`config.mk`:
```
export PLATFORM = sky130hd
export DESIGN_NAME = dpo_out
export DESIGN_NICKNAME = d
export VERILOG_FILES = /design/src/verilog/dpo_pkg.sv /design/src/verilog/dpo_out.sv /design/src/verilog/dpo_sync.sv /design/src/verilog/dpo_ctl_filter.sv
export SDC_FILE = /design/constraint.sdc
export NUM_CORES = 1
export LEC_CHECK = 0
export BUFFER_PORTS_ARGS = -buffer_cell sky130_fd_sc_hd__buf_2
export CORE_MARGIN = 1.5
export CORE_UTILIZATION = 51
export DETAILED_ROUTE_END_ITERATION = 8
export GPL_TIMING_DRIVEN = 0
export HOLD_SLACK_MARGIN = 0.08
export PLACE_DENSITY = 0.72
export SYNTH_ARGS = -nofsm -noshare
export SYNTH_HDL_FRONTEND = slang
export SYNTH_SLANG_ARGS = --single-unit
```
`constraint.sdc`:
```
create_clock -name clk_sys -period 3.1 [get_ports clk_sys]
set_input_delay 0.62 -clock clk_sys [delete_from_list [all_inputs] [get_ports clk_sys]]
set_output_delay 0.62 -clock clk_sys [all_outputs]
set_load 0.05 [all_outputs]
```
`src/verilog/dpo_pkg.sv`:
```
// Purpose: Shared constants for the parallel video and audio output stage
// Assumes: One system clock; recovered pixel clock sampled as a plain input
// Notes:   Positions, counts and reset values are named once here
`default_nettype none

package dpo_pkg;

  // ----------------------------------------------------------------
  // Widths and layout
  // ----------------------------------------------------------------
  localparam int PIXEL_WIDTH = 24;
  localparam int COLOR_WIDTH = 8;
  localparam int GPIO_COUNT = 4;
  localparam int REG_OUT_COUNT = 9;
  localparam int PARALLEL_OUTPUTS = 31;
  localparam int SYNC_STAGES = 2;

  // Pixel bits that double as general-purpose lines 0..3
  localparam int GPIO0_BIT = 0;
  localparam int GPIO1_BIT = 1;
  localparam int GPIO2_BIT = 8;
  localparam int GPIO3_BIT = 9;
  // Pixel bits shared with register-driven outputs and second audio data
  localparam int REG4_BIT = 16;
  localparam int REG5_BIT = 17;
  // Register-driven output numbers on the audio pins and on pixel bits 16 and 17
  localparam int REG_AUDIO_DA = 6;
  localparam int REG_AUDIO_WS = 7;
  localparam int REG_AUDIO_CLK = 8;
  localparam int REG_PIX16 = 4;
  localparam int REG_PIX17 = 5;

  // ----------------------------------------------------------------
  // Timing
  // ----------------------------------------------------------------
  localparam int SYS_PERIOD_NS = 40;
  localparam int PIXEL_PERIOD_NS = 320;
  localparam int SYS_PER_PIXEL = PIXEL_PERIOD_NS / SYS_PERIOD_NS;
  localparam int CTL_MIN_PULSE_PCLK = 3;
  localparam int CTL_WINDOW_PCLK = 130;
  localparam int LINE_MAX_TRANSITIONS = 2;
  localparam int FRAME_MAX_TRANSITIONS = 1;
  localparam int MCLK_PERIOD_WIDTH = 8;

  // ----------------------------------------------------------------
  // Reset values and modes
  // ----------------------------------------------------------------
  localparam logic [PIXEL_WIDTH-1:0] PIXEL_RESET = 24'h000000;
  localparam logic [PIXEL_WIDTH-1:0] OE_N_RESET = 24'hFFFFFF;

  typedef enum logic [1:0] {
    DPO_MCLK_X1,
    DPO_MCLK_X2,
    DPO_MCLK_X4
  } dpo_mclk_ratio_t;

endpackage

`default_nettype wire

```
`src/verilog/dpo_out.sv`:
```
// Purpose: Parallel pixel, sync and audio output stage of a link deserializer
// Assumes: Receiver data and pixel clock are asynchronous pins; config is on clk_sys
// Notes:   Outputs are re-timed to a regenerated pixel clock
`default_nettype none

module dpo_out #(
  parameter int PERIOD_WIDTH = dpo_pkg::MCLK_PERIOD_WIDTH
) (
  input wire logic clk_sys, // System clock, 25 MHz
  input wire logic rst_n, // Async reset, active low
  input wire logic rx_pclk, // Recovered pixel clock
  input wire logic [dpo_pkg::PIXEL_WIDTH-1:0] rx_pixel, // Recovered pixel word
  input wire logic rx_line_sync, // Recovered line sync
  input wire logic rx_frame_sync, // Recovered frame sync
  input wire logic rx_valid, // Recovered data enable
  input wire logic rx_audio_clk, // Recovered audio bit clock
  input wire logic rx_audio_ws, // Recovered audio word select
  input wire logic rx_audio_da, // Recovered audio data A
  input wire logic rx_audio_db, // Recovered audio data B
  input wire logic rx_lock, // Clock recovery locked
  input wire logic power_down_input, // Low powers the stage down
  input wire logic output_enable_input, // Output state while unlocked
  input wire logic mode_sel_18bit, // 18-bit colour from the select pin
  input wire logic cfg_18bit, // 18-bit colour from configuration
  input wire logic cfg_audio_b_en, // Second audio channel enable
  input wire logic filter_en, // Control signal filter on
  input wire logic strobe_edge_select, // 1 rising strobe, 0 falling
  input wire logic [1:0] mclk_ratio, // 0 x1, 1 x2, 2 x4
  input wire logic [dpo_pkg::GPIO_COUNT-1:0] gpio_dir, // 1 drives the GPIO line
  input wire logic [dpo_pkg::GPIO_COUNT-1:0] gpio_wr, // GPIO output level
  output logic [dpo_pkg::GPIO_COUNT-1:0] gpio_rd, // GPIO pin level
  input wire logic [dpo_pkg::REG_OUT_COUNT-1:0] reg_out_sel, // Take over pin as register output
  input wire logic [dpo_pkg::REG_OUT_COUNT-1:0] reg_out_val, // Register output levels
  input wire logic [dpo_pkg::GPIO_COUNT-1:0] pixel_io_in, // Pin level of bits 0,1,8,9
  output logic [dpo_pkg::PIXEL_WIDTH-1:0] pixel_out, // Pixel data pins
  output logic [dpo_pkg::PIXEL_WIDTH-1:0] pixel_oe_n, // Pixel pin enables, low drives
  output logic line_sync_out, // Line sync pin
  output logic frame_sync_out, // Frame sync pin
  output logic pixel_valid_out, // Data enable pin
  output logic pclk_out, // Pixel clock pin
  output logic audio_clk_out, // Audio bit clock pin
  output logic audio_ws_out, // Audio word select pin
  output logic audio_da_out, // Audio data A pin
  output logic mclk_out, // Audio master clock pin
  output logic ctl_oe_n, // Enable of sync, audio, clock pins
  output logic lock_out // Lock indicator
);

  localparam int SW = dpo_pkg::PIXEL_WIDTH + 15;
  localparam int DW = dpo_pkg::PIXEL_WIDTH + 1;

  // ----------------------------------------------------------------
  // Input synchronisation and pixel clock edge
  // ----------------------------------------------------------------
  logic [SW-1:0] raw_in;
  logic [SW-1:0] sync_in;
  logic pclk_s, ls_s, fs_s, valid_s, aclk_s, aws_s, ada_s, adb_s, lock_s, pwr_s, oe_s;
  logic [dpo_pkg::PIXEL_WIDTH-1:0] pix_s;
  logic [dpo_pkg::GPIO_COUNT-1:0] pio_s;
  logic pclk_q, tick, tick_d;

  assign raw_in = {rx_pclk, rx_pixel, rx_line_sync, rx_frame_sync, rx_valid, rx_audio_clk, rx_audio_ws,
                   rx_audio_da, rx_audio_db, rx_lock, power_down_input, output_enable_input, pixel_io_in};
  assign {pclk_s, pix_s, ls_s, fs_s, valid_s, aclk_s, aws_s, ada_s, adb_s, lock_s, pwr_s, oe_s, pio_s} = sync_in;

  dpo_sync #(.WIDTH(SW)) u_sync (
    .clk_sys(clk_sys),
    .rst_n(rst_n),
    .async_in(raw_in),
    .sync_out(sync_in)
  );

  logic active, drive, mode18, audio_b;
  assign active = pwr_s && lock_s;
  assign drive = pwr_s && (lock_s || oe_s);
  assign mode18 = mode_sel_18bit || cfg_18bit;
  assign audio_b = mode18 && cfg_audio_b_en;
  assign tick = pclk_s && !pclk_q && active;

  always_ff @(posedge clk_sys or negedge rst_n) begin
    if (!rst_n) begin
      pclk_q <= 1'b0;
      tick_d <= 1'b0;
    end else begin
      pclk_q <= pclk_s;
      tick_d <= tick;
    end
  end

  // ----------------------------------------------------------------
  // Capture and control filtering
  // ----------------------------------------------------------------
  // Two extra stages keep data aligned with the filter's added delay
  logic [DW-1:0] cap1, cap2, cap3;
  logic ls_f, valid_f;
  logic aclk_c, aws_c, ada_c, adb_c;

  always_ff @(posedge clk_sys or negedge rst_n) begin
    if (!rst_n) begin
      cap1 <= '0;
      cap2 <= '0;
      cap3 <= '0;
      {aclk_c, aws_c, ada_c, adb_c} <= 4'h0;
    end else if (tick) begin
      cap1 <= {pix_s, fs_s};
      cap2 <= cap1;
      cap3 <= cap2;
      {aclk_c, aws_c, ada_c, adb_c} <= {aclk_s, aws_s, ada_s, adb_s};
    end
  end

  dpo_ctl_filter #(.MIN_PULSE(dpo_pkg::CTL_MIN_PULSE_PCLK)) u_filt_line (
    .clk_sys(clk_sys),
    .rst_n(rst_n),
    .tick(tick),
    .enable(filter_en),
    .din(ls_s),
    .dout(ls_f)
  );

  dpo_ctl_filter #(.MIN_PULSE(dpo_pkg::CTL_MIN_PULSE_PCLK)) u_filt_valid (
    .clk_sys(clk_sys),
    .rst_n(rst_n),
    .tick(tick),
    .enable(filter_en),
    .din(valid_s),
    .dout(valid_f)
  );

  // ----------------------------------------------------------------
  // Pin function selection
  // ----------------------------------------------------------------
  logic [DW-1:0] src;
  logic [dpo_pkg::PIXEL_WIDTH-1:0] next_pixel, next_oe_n;
  logic next_aclk, next_aws, next_ada;

  assign src = filter_en ? cap3 : cap1;

  function automatic int gpio_pos(input int idx);
    case (idx)
      0: gpio_pos = dpo_pkg::GPIO0_BIT;
      1: gpio_pos = dpo_pkg::GPIO1_BIT;
      2: gpio_pos = dpo_pkg::GPIO2_BIT;
      default: gpio_pos = dpo_pkg::GPIO3_BIT;
    endcase
  endfunction

  always_comb begin
    next_pixel = src[DW-1:1];
    next_oe_n = drive ? '0 : dpo_pkg::OE_N_RESET;
    for (int i = 0; i < dpo_pkg::GPIO_COUNT; i++) begin
      if (mode18) begin
        next_pixel[gpio_pos(i)] = gpio_wr[i];
        if (!gpio_dir[i]) begin
          next_oe_n[gpio_pos(i)] = 1'b1;
        end
      end
    end
    if (reg_out_sel[dpo_pkg::REG_PIX16]) begin
      next_pixel[dpo_pkg::REG4_BIT] = reg_out_val[dpo_pkg::REG_PIX16];
    end
    if (audio_b) begin
      next_pixel[dpo_pkg::REG5_BIT] = adb_c;
    end else if (reg_out_sel[dpo_pkg::REG_PIX17]) begin
      next_pixel[dpo_pkg::REG5_BIT] = reg_out_val[dpo_pkg::REG_PIX17];
    end
    next_aclk = reg_out_sel[dpo_pkg::REG_AUDIO_CLK] ? reg_out_val[dpo_pkg::REG_AUDIO_CLK] : aclk_c;
    next_aws = reg_out_sel[dpo_pkg::REG_AUDIO_WS] ? reg_out_val[dpo_pkg::REG_AUDIO_WS] : aws_c;
    next_ada = reg_out_sel[dpo_pkg::REG_AUDIO_DA] ? reg_out_val[dpo_pkg::REG_AUDIO_DA] : ada_c;
  end

  // ----------------------------------------------------------------
  // Output registers
  // ----------------------------------------------------------------
  // 24 pixel + 3 sync + 4 audio pins make up the parallel group
  always_ff @(posedge clk_sys or negedge rst_n) begin
    if (!rst_n) begin
      pixel_out <= dpo_pkg::PIXEL_RESET;
      {line_sync_out, frame_sync_out, pixel_valid_out} <= 3'h0;
      {audio_clk_out, audio_ws_out, audio_da_out} <= 3'h0;
    end else if (!active) begin
      pixel_out <= dpo_pkg::PIXEL_RESET;
      {line_sync_out, frame_sync_out, pixel_valid_out} <= 3'h0;
      {audio_clk_out, audio_ws_out, audio_da_out} <= 3'h0;
    end else if (tick_d) begin
      pixel_out <= next_pixel;
      line_sync_out <= ls_f;
      frame_sync_out <= src[0];
      pixel_valid_out <= valid_f;
      {audio_clk_out, audio_ws_out, audio_da_out} <= {next_aclk, next_aws, next_ada};
    end
  end

  always_ff @(posedge clk_sys or negedge rst_n) begin
    if (!rst_n) begin
      pixel_oe_n <= dpo_pkg::OE_N_RESET;
      ctl_oe_n <= 1'b1;
      lock_out <= 1'b0;
      gpio_rd <= '0;
    end else begin
      pixel_oe_n <= next_oe_n;
      ctl_oe_n <= !drive;
      lock_out <= active;
      gpio_rd <= pio_s;
    end
  end

  // Data changes with the internal clock rise, so inverting it puts the
  // strobe edge in mid-period
  always_ff @(posedge clk_sys or negedge rst_n) begin
    if (!rst_n) begin
      pclk_out <= 1'b0;
    end else if (!active) begin
      pclk_out <= 1'b0;
    end else begin
      pclk_out <= strobe_edge_select ? !pclk_q : pclk_q;
    end
  end

  // ----------------------------------------------------------------
  // Audio master clock
  // ----------------------------------------------------------------
  // Period of the bit clock is measured in system cycles; x4 needs a bit
  // clock of at least eight system cycles
  logic aclk_q, aclk_rise;
  logic [PERIOD_WIDTH-1:0] per_cnt, per_last, phase, half;

  function automatic logic [PERIOD_WIDTH-1:0] half_period(input logic [PERIOD_WIDTH-1:0] per,
                                                           input logic [1:0] ratio);
    logic [PERIOD_WIDTH-1:0] h;
    h = per >> (ratio == 2'(dpo_pkg::DPO_MCLK_X1) ? 1 : (ratio == 2'(dpo_pkg::DPO_MCLK_X2) ? 2 : 3));
    half_period = (h == '0) ? PERIOD_WIDTH'(1) : h;
  endfunction

  assign aclk_rise = audio_clk_out && !aclk_q;
  assign half = half_period(per_last, mclk_ratio);

  always_ff @(posedge clk_sys or negedge rst_n) begin
    if (!rst_n) begin
      aclk_q <= 1'b0;
      per_cnt <= '0;
      per_last <= '0;
      phase <= '0;
      mclk_out <= 1'b0;
    end else if (!active) begin
      aclk_q <= 1'b0;
      per_cnt <= '0;
      phase <= '0;
      mclk_out <= 1'b0;
    end else begin
      aclk_q <= audio_clk_out;
      if (aclk_rise) begin
        per_last <= per_cnt + PERIOD_WIDTH'(1);
        per_cnt <= '0;
        phase <= '0;
        mclk_out <= 1'b1;
      end else begin
        if (per_cnt != '1) begin
          per_cnt <= per_cnt + PERIOD_WIDTH'(1);
        end
        if (phase >= half - PERIOD_WIDTH'(1)) begin
          phase <= '0;
          mclk_out <= !mclk_out;
        end else begin
          phase <= phase + PERIOD_WIDTH'(1);
        end
      end
    end
  end

  // ----------------------------------------------------------------
  // Checks
  // ----------------------------------------------------------------
  a_pixel_on_tick: assert property (@(posedge clk_sys) disable iff (!rst_n)
    active && $past(active) && $changed(pixel_out) |-> $past(tick_d))
    else $error("pixel output changed away from the pixel clock");

  a_pixel_capture: assert property (@(posedge clk_sys) disable iff (!rst_n)
    tick && !filter_en && !mode18 && reg_out_sel == '0 ##1 active && !filter_en
      |=> pixel_out[dpo_pkg::PIXEL_WIDTH-1:dpo_pkg::COLOR_WIDTH*2] == $past(pix_s[23:16], 2))
    else $error("red byte not carried to the pixel output");

  a_strobe_rising: assert property (@(posedge clk_sys) disable iff (!rst_n)
    active && $past(active) && strobe_edge_select && $past(strobe_edge_select) && $past(tick_d)
      |-> !pclk_out)
    else $error("pixel clock not low at data change for rising strobe");

  a_mclk_resync: assert property (@(posedge clk_sys) disable iff (!rst_n)
    active && aclk_rise |=> active |-> mclk_out)
    else $error("master clock not realigned to bit clock edge");

  a_gpio_drive: assert property (@(posedge clk_sys) disable iff (!rst_n)
    drive && mode18 && gpio_dir[0] |=> !pixel_oe_n[dpo_pkg::GPIO0_BIT])
    else $error("general-purpose line 0 not driven");

  a_gpio_release: assert property (@(posedge clk_sys) disable iff (!rst_n)
    mode18 && !gpio_dir[2] |=> pixel_oe_n[dpo_pkg::GPIO2_BIT])
    else $error("general-purpose input 2 still driven");

  a_reg_out_audio: assert property (@(posedge clk_sys) disable iff (!rst_n)
    active && tick_d && reg_out_sel[dpo_pkg::REG_AUDIO_CLK] ##1 active
      |-> audio_clk_out == $past(reg_out_val[dpo_pkg::REG_AUDIO_CLK]))
    else $error("audio clock pin did not take register output 8");

  a_power_down: assert property (@(posedge clk_sys) disable iff (!rst_n)
    !pwr_s |=> pixel_oe_n == dpo_pkg::OE_N_RESET && ctl_oe_n && !lock_out)
    else $error("outputs driven during power-down");

  a_lock_follow: assert property (@(posedge clk_sys) disable iff (!rst_n)
    pwr_s && !lock_s && !oe_s |=> ctl_oe_n && !lock_out)
    else $error("unlocked outputs ignore output enable");

endmodule // dpo_out

`default_nettype wire

```
`src/verilog/dpo_sync.sv`:
```
// Purpose: Two-flop synchroniser for a bundle of asynchronous inputs
// Assumes: Each bit is an independent level
// Notes:   Only the second stage leaves this module
`default_nettype none

module dpo_sync #(
  parameter int WIDTH = 1
) (
  input wire logic clk_sys, // System clock
  input wire logic rst_n, // Async reset, active low
  input wire logic [WIDTH-1:0] async_in, // Inputs from outside the domain
  output logic [WIDTH-1:0] sync_out // Synchronised copy
);

  logic [WIDTH-1:0] stage1;

  always_ff @(posedge clk_sys or negedge rst_n) begin
    if (!rst_n) begin
      stage1 <= '0;
      sync_out <= '0;
    end else begin
      stage1 <= async_in;
      sync_out <= stage1;
    end
  end

endmodule // dpo_sync

`default_nettype wire

```
`src/verilog/dpo_ctl_filter.sv`:
```
// Purpose: Minimum-width filter for one video control signal
// Assumes: tick is a one-cycle pulse per pixel clock
// Notes:   Filter off gives zero added latency; on gives MIN-1 ticks more
`default_nettype none

module dpo_ctl_filter #(
  parameter int MIN_PULSE = dpo_pkg::CTL_MIN_PULSE_PCLK
) (
  input wire logic clk_sys, // System clock
  input wire logic rst_n, // Async reset, active low
  input wire logic tick, // Pixel clock enable
  input wire logic enable, // Filter on
  input wire logic din, // Raw control level
  output logic dout // Filtered control level
);

  logic [3:0] run;

  always_ff @(posedge clk_sys or negedge rst_n) begin
    if (!rst_n) begin
      run <= 4'h0;
      dout <= 1'b0;
    end else if (tick) begin
      if (!enable) begin
        dout <= din;
        run <= 4'h0;
      end else if (din == dout) begin
        run <= 4'h0;
      end else if (run == 4'(MIN_PULSE - 1)) begin
        dout <= din;
        run <= 4'h0;
      end else begin
        run <= run + 4'h1;
      end
    end
  end

  // ----------------------------------------------------------------
  // Checks
  // ----------------------------------------------------------------
  a_filter_short_drop: assert property (@(posedge clk_sys) disable iff (!rst_n)
    enable && tick && din != dout && run < 4'(MIN_PULSE - 1) |=> $stable(dout))
    else $error("filtered control changed before its minimum width");

  a_filter_off_pass: assert property (@(posedge clk_sys) disable iff (!rst_n)
    !enable && tick |=> dout == $past(din))
    else $error("unfiltered control did not pass on the pixel tick");

endmodule // dpo_ctl_filter

`default_nettype wire

```
==> metrics.csv <==
stage,metric,value,unit
run_status,status,"complete, no violations",
detailed_routing,Via Count,6123,
placed_design,detailed placement HPWL,12200,um
finish,P&R area growth vs syn,20.2,%
sta,Final Skew,21.1,ps
global_route,largest net degree at the start of global routing,123,
yosys,Post-synth EDFFs,0,
floorplan,Die W,136,um
cts,Clock Tree Root,clkbuf_16,
power,VDD IR max,430,uV
floorplan,core region area,17300,um^2
finish,Final Cell Area,10900,um^2
cts,CTS tree,done,
sta,RSZ-0062 raised after global routing,no,
worst_setup_path,worst-path maximum fanout,3,
power,P_leak,5.48,nW
placed_design,dpl ws,-465,ps
yosys,syn nets,909,
worst_setup_path,Max stage delay on crit path,420,ps
placed_design,dpl cells,1172,
power,PD cells,654,nW/um^2
detailed_routing,Avg WL per Cell,15.0,um
finish,share of cells above drive strength 1,23.0,%
power,Internal,0.00529,W
worst_setup_path,Worst setup SP type,flip-flop,
cts,clock insertion delay at the later pin of the skew report,520,ps
cts,Max Buffers Root-to-Sink,3,
yosys,sequential-to-total area share from yosys stat,65.1,%
cts,CTS Buf Count,24,
yosys,synthesized area,9050,um^2
sta,final-report max-slew violation count,0,
cts,Sinks on Clock Net,235,
sta,Worst slew margin,44.3,%
floorplan,cell row count,48,
global_route,Total GRT Usage,20.7,%
global_route,first-pass GRT wire length,30200,um
yosys,"top cells by count, synth","nand2_1 (264), dfrtp_1 (230), nor2_1 (60), mux2i_1 (41)",
yosys,Synth Register Bits,235,
floorplan,I/O pins,136,
sta,Final period util,95.5,%
worst_setup_path,CP endpoint kind,flip-flop,
worst_setup_path,reg2reg start,per_last[3]$_DFFE_PN0P_,
detailed_routing,Initial DRC Count,263,
power,Final Power,0.00711,W
cts,hold buffers post-CTS,0,
finish,"Net count, final",1069,
finish,Filler cells,1435,
yosys,Post-Syn Instances,820,
power,combinational power share,10.7,%
yosys,Yosys top cell area share,63.6,%
sta,final worst slack,141,ps
sta,Final setup viols,0,
sta,Fmax,0.338,GHz
yosys,Synth Flop Type,dfrtp_1,
sta,final hold vios,0,
global_route,vias in the first global route,6074,
yosys,Synth warnings,0,
finish,Finished Layout Cells,1222,
floorplan,initial core utilization,52.3,%
worst_setup_path,crit path DAT,3350,ps
yosys,number of distinct library cells after synthesis,42,
placed_design,Placer Congestion,0.766,
yosys,Async SR Flop Fraction,100,%
placed_design,Post-DP Area,10100,um^2
finish,post-layout util,62.9,%
floorplan,Die ar.,18500,um^2
worst_setup_path,Setup crit start,per_last[3]$_DFFE_PN0P_,
worst_setup_path,most frequent CP cell,mux2_4,
worst_setup_path,Crit Path Category,reg2reg,
yosys,synth top area cells,"dfrtp_1 (64%), nand2_1 (11%), mux2i_1 (4.5%)",
cts,clock-pin slew on the worst setup and hold paths,60,ps
worst_setup_path,worst-path cell chain,"mux2_4, o32ai_4, and2_4, a21oi_2, ha_2, nand2_2, nor3_2, xor2_1, ha_1, nand4_1, o311ai_4, mux2_4",
yosys,Synth area leader,dfrtp_1,
sta,minimum clock period after layout,2960,ps
detailed_routing,WL final,18300,um
detailed_routing,number of detailed-route iterations in the first pass,4,
yosys,most numerous cell in the Yosys netlist,nand2_1,
run,total of max-cap violations,0,
sta,Slew @ Worst Pin,835,ps
global_route,initial antenna violation count,1,
detailed_routing,Final ANT Viol Nets,0,
power,sw frac,25.6,%
placed_design,buffers added on ports,126,
power,sequential fraction of design power,50.6,%
power,clock share of power,38.8,%
cts,htree depth,1,
finish,area of the multi-input gates,2890,um^2
finish,Seq. cell area,5890,um^2
detailed_routing,vias per cell,5.01,
worst_setup_path,WP data required,3500,ps
global_route,GRT Residual Overflow,0,
worst_setup_path,crit path max-delay cell type,dfrtp_2,
floorplan,Die Y-Extent,136,um
detailed_routing,drt drc,0,
power,Net Sw Power,0.00182,W
yosys,synthesized area per cell,11.0,um^2
hold_path,worst hold path class,in2async,
## cell families after synthesis
family | share of synthesized area [%]
and+or+nand+nor | 15.7
DFF | 65.1
AOI/OAI and AO/OA | 6.24
buffers and inverters | 3.69
muxes | 5.28
xor gates and xnor gates | 1.94
adders and majority gates | 2.07
other | 0.0414
## per-stage QoR
| stage | setup TNS [ps] | hold WS (ps) |
|---|---|---|
| after CTS | 0 | 182 |
| after global routing | 0 | 187 |
| after global placement | -605250 | 331 |
| final | 0 | 115 |
| after detailed placement | -2400 | 335 |
| after floorplan | -94.2 | 324 |
## worst paths after layout
| check | endpoint | slack, ps | cells past startpoint |
|---|---|---|---|
| max | mclk_out$_DFFE_PN0P_ | 140 | 12 |
| min | u_sync.sync_out[31]$_DFF_PN0_ | 120 | 1 |
| max reg2reg | mclk_out$_DFFE_PN0P_ | 140 | 12 |
| min reg2reg | u_sync.sync_out[12]$_DFF_PN0_ | 340 | 0 |
| max in group asynchronous | per_last[3]$_DFFE_PN0P_ | 1890 | 2 |
| min in group clk_sys | u_sync.stage1[9]$_DFF_PN0_ | 200 | 1 |
## sequential cells by signal, summed over array words and instances (netlist names), 4 cells and up
| register | count |
|---|---|
| pixel_out | 24 |
| gpio_rd | 4 |
| u_sync.sync_out | 39 |
| phase | 8 |
| u_sync.stage1 | 39 |
| cap3 | 25 |
| u_filt_line.run | 4 |
| pixel_oe_n | 5 |
| cap2 | 25 |
| per_cnt | 8 |
| cap1 | 25 |
| u_filt_valid.run | 4 |
| per_last | 7 |
## timing repair
action                                  CTS  global route
buffers inserted                          1             6
resized for setup                         1             2
endpoints found under the setup margin    1             9
pin swaps                                 1             1
## power by group through the flow
stage / Combinational, W / Sequential, W / Clock [W]
after floorplan: 0.000482 / 0.00364 / 0
after global placement: 0.000738 / 0.00363 / 0
after detailed placement: 0.000768 / 0.00365 / 0
after CTS: 0.000771 / 0.00359 / 0.00282
after global routing: 0.000865 / 0.00363 / 0.00293
final: 0.000759 / 0.00359 / 0.00276
## critical path: cells and delay by family (launching register included)
family / cells / cell delay (ps)
compound gates: 3 / 690
mux: 2 / 600
fa+ha+maj: 2 / 500
simple gates: 4 / 450
flops: 1 / 420
xor+xnor: 1 / 170
## routing by layer
layer	wire length [um]	up-vias	track usage, %	share of wire [%]
li1	-	2963	-	-
met5	0	-	0	0
met3	833	48	2.76	4.6
met2	8930	150	34.5	49
met1	7920	2962	28.1	43
met4	591	0	7.03	3.2
## cell usage in the layout, fill, tap and decap left out, types with 8 or more instances in the layout
cell type  synthesis  layout
inv_1              8       8
o21ai_0           25      24
xnor2_1           14      14
clkbuf_1          21      26
buf_4             20      27
a21oi_1           15      14
nor2_1            60      60
a211oi_1          25      25
nand3_1            8       8
ha_1              15      14
mux2i_1           41      41
dfrtp_1          230     228
nand2_1          264     263
buf_2              9     134
clkbuf_16          0      24
## final cells by class
| class | count | area share (%) |
|---|---|---|
| multi-input cells | 521 | 26.6 |
| clock buffers | 33 | 6.20 |
| flip-flops and latches | 235 | 54.2 |
| well taps | 225 | 2.59 |
| diodes | 1 | 0.0230 |
| plain buffers | 55 | 2.76 |
| clock inverters | 9 | 0.748 |
| repair buffers | 134 | 6.63 |
| inverters | 9 | 0.311 |
(Power assumes the default switching activity.)
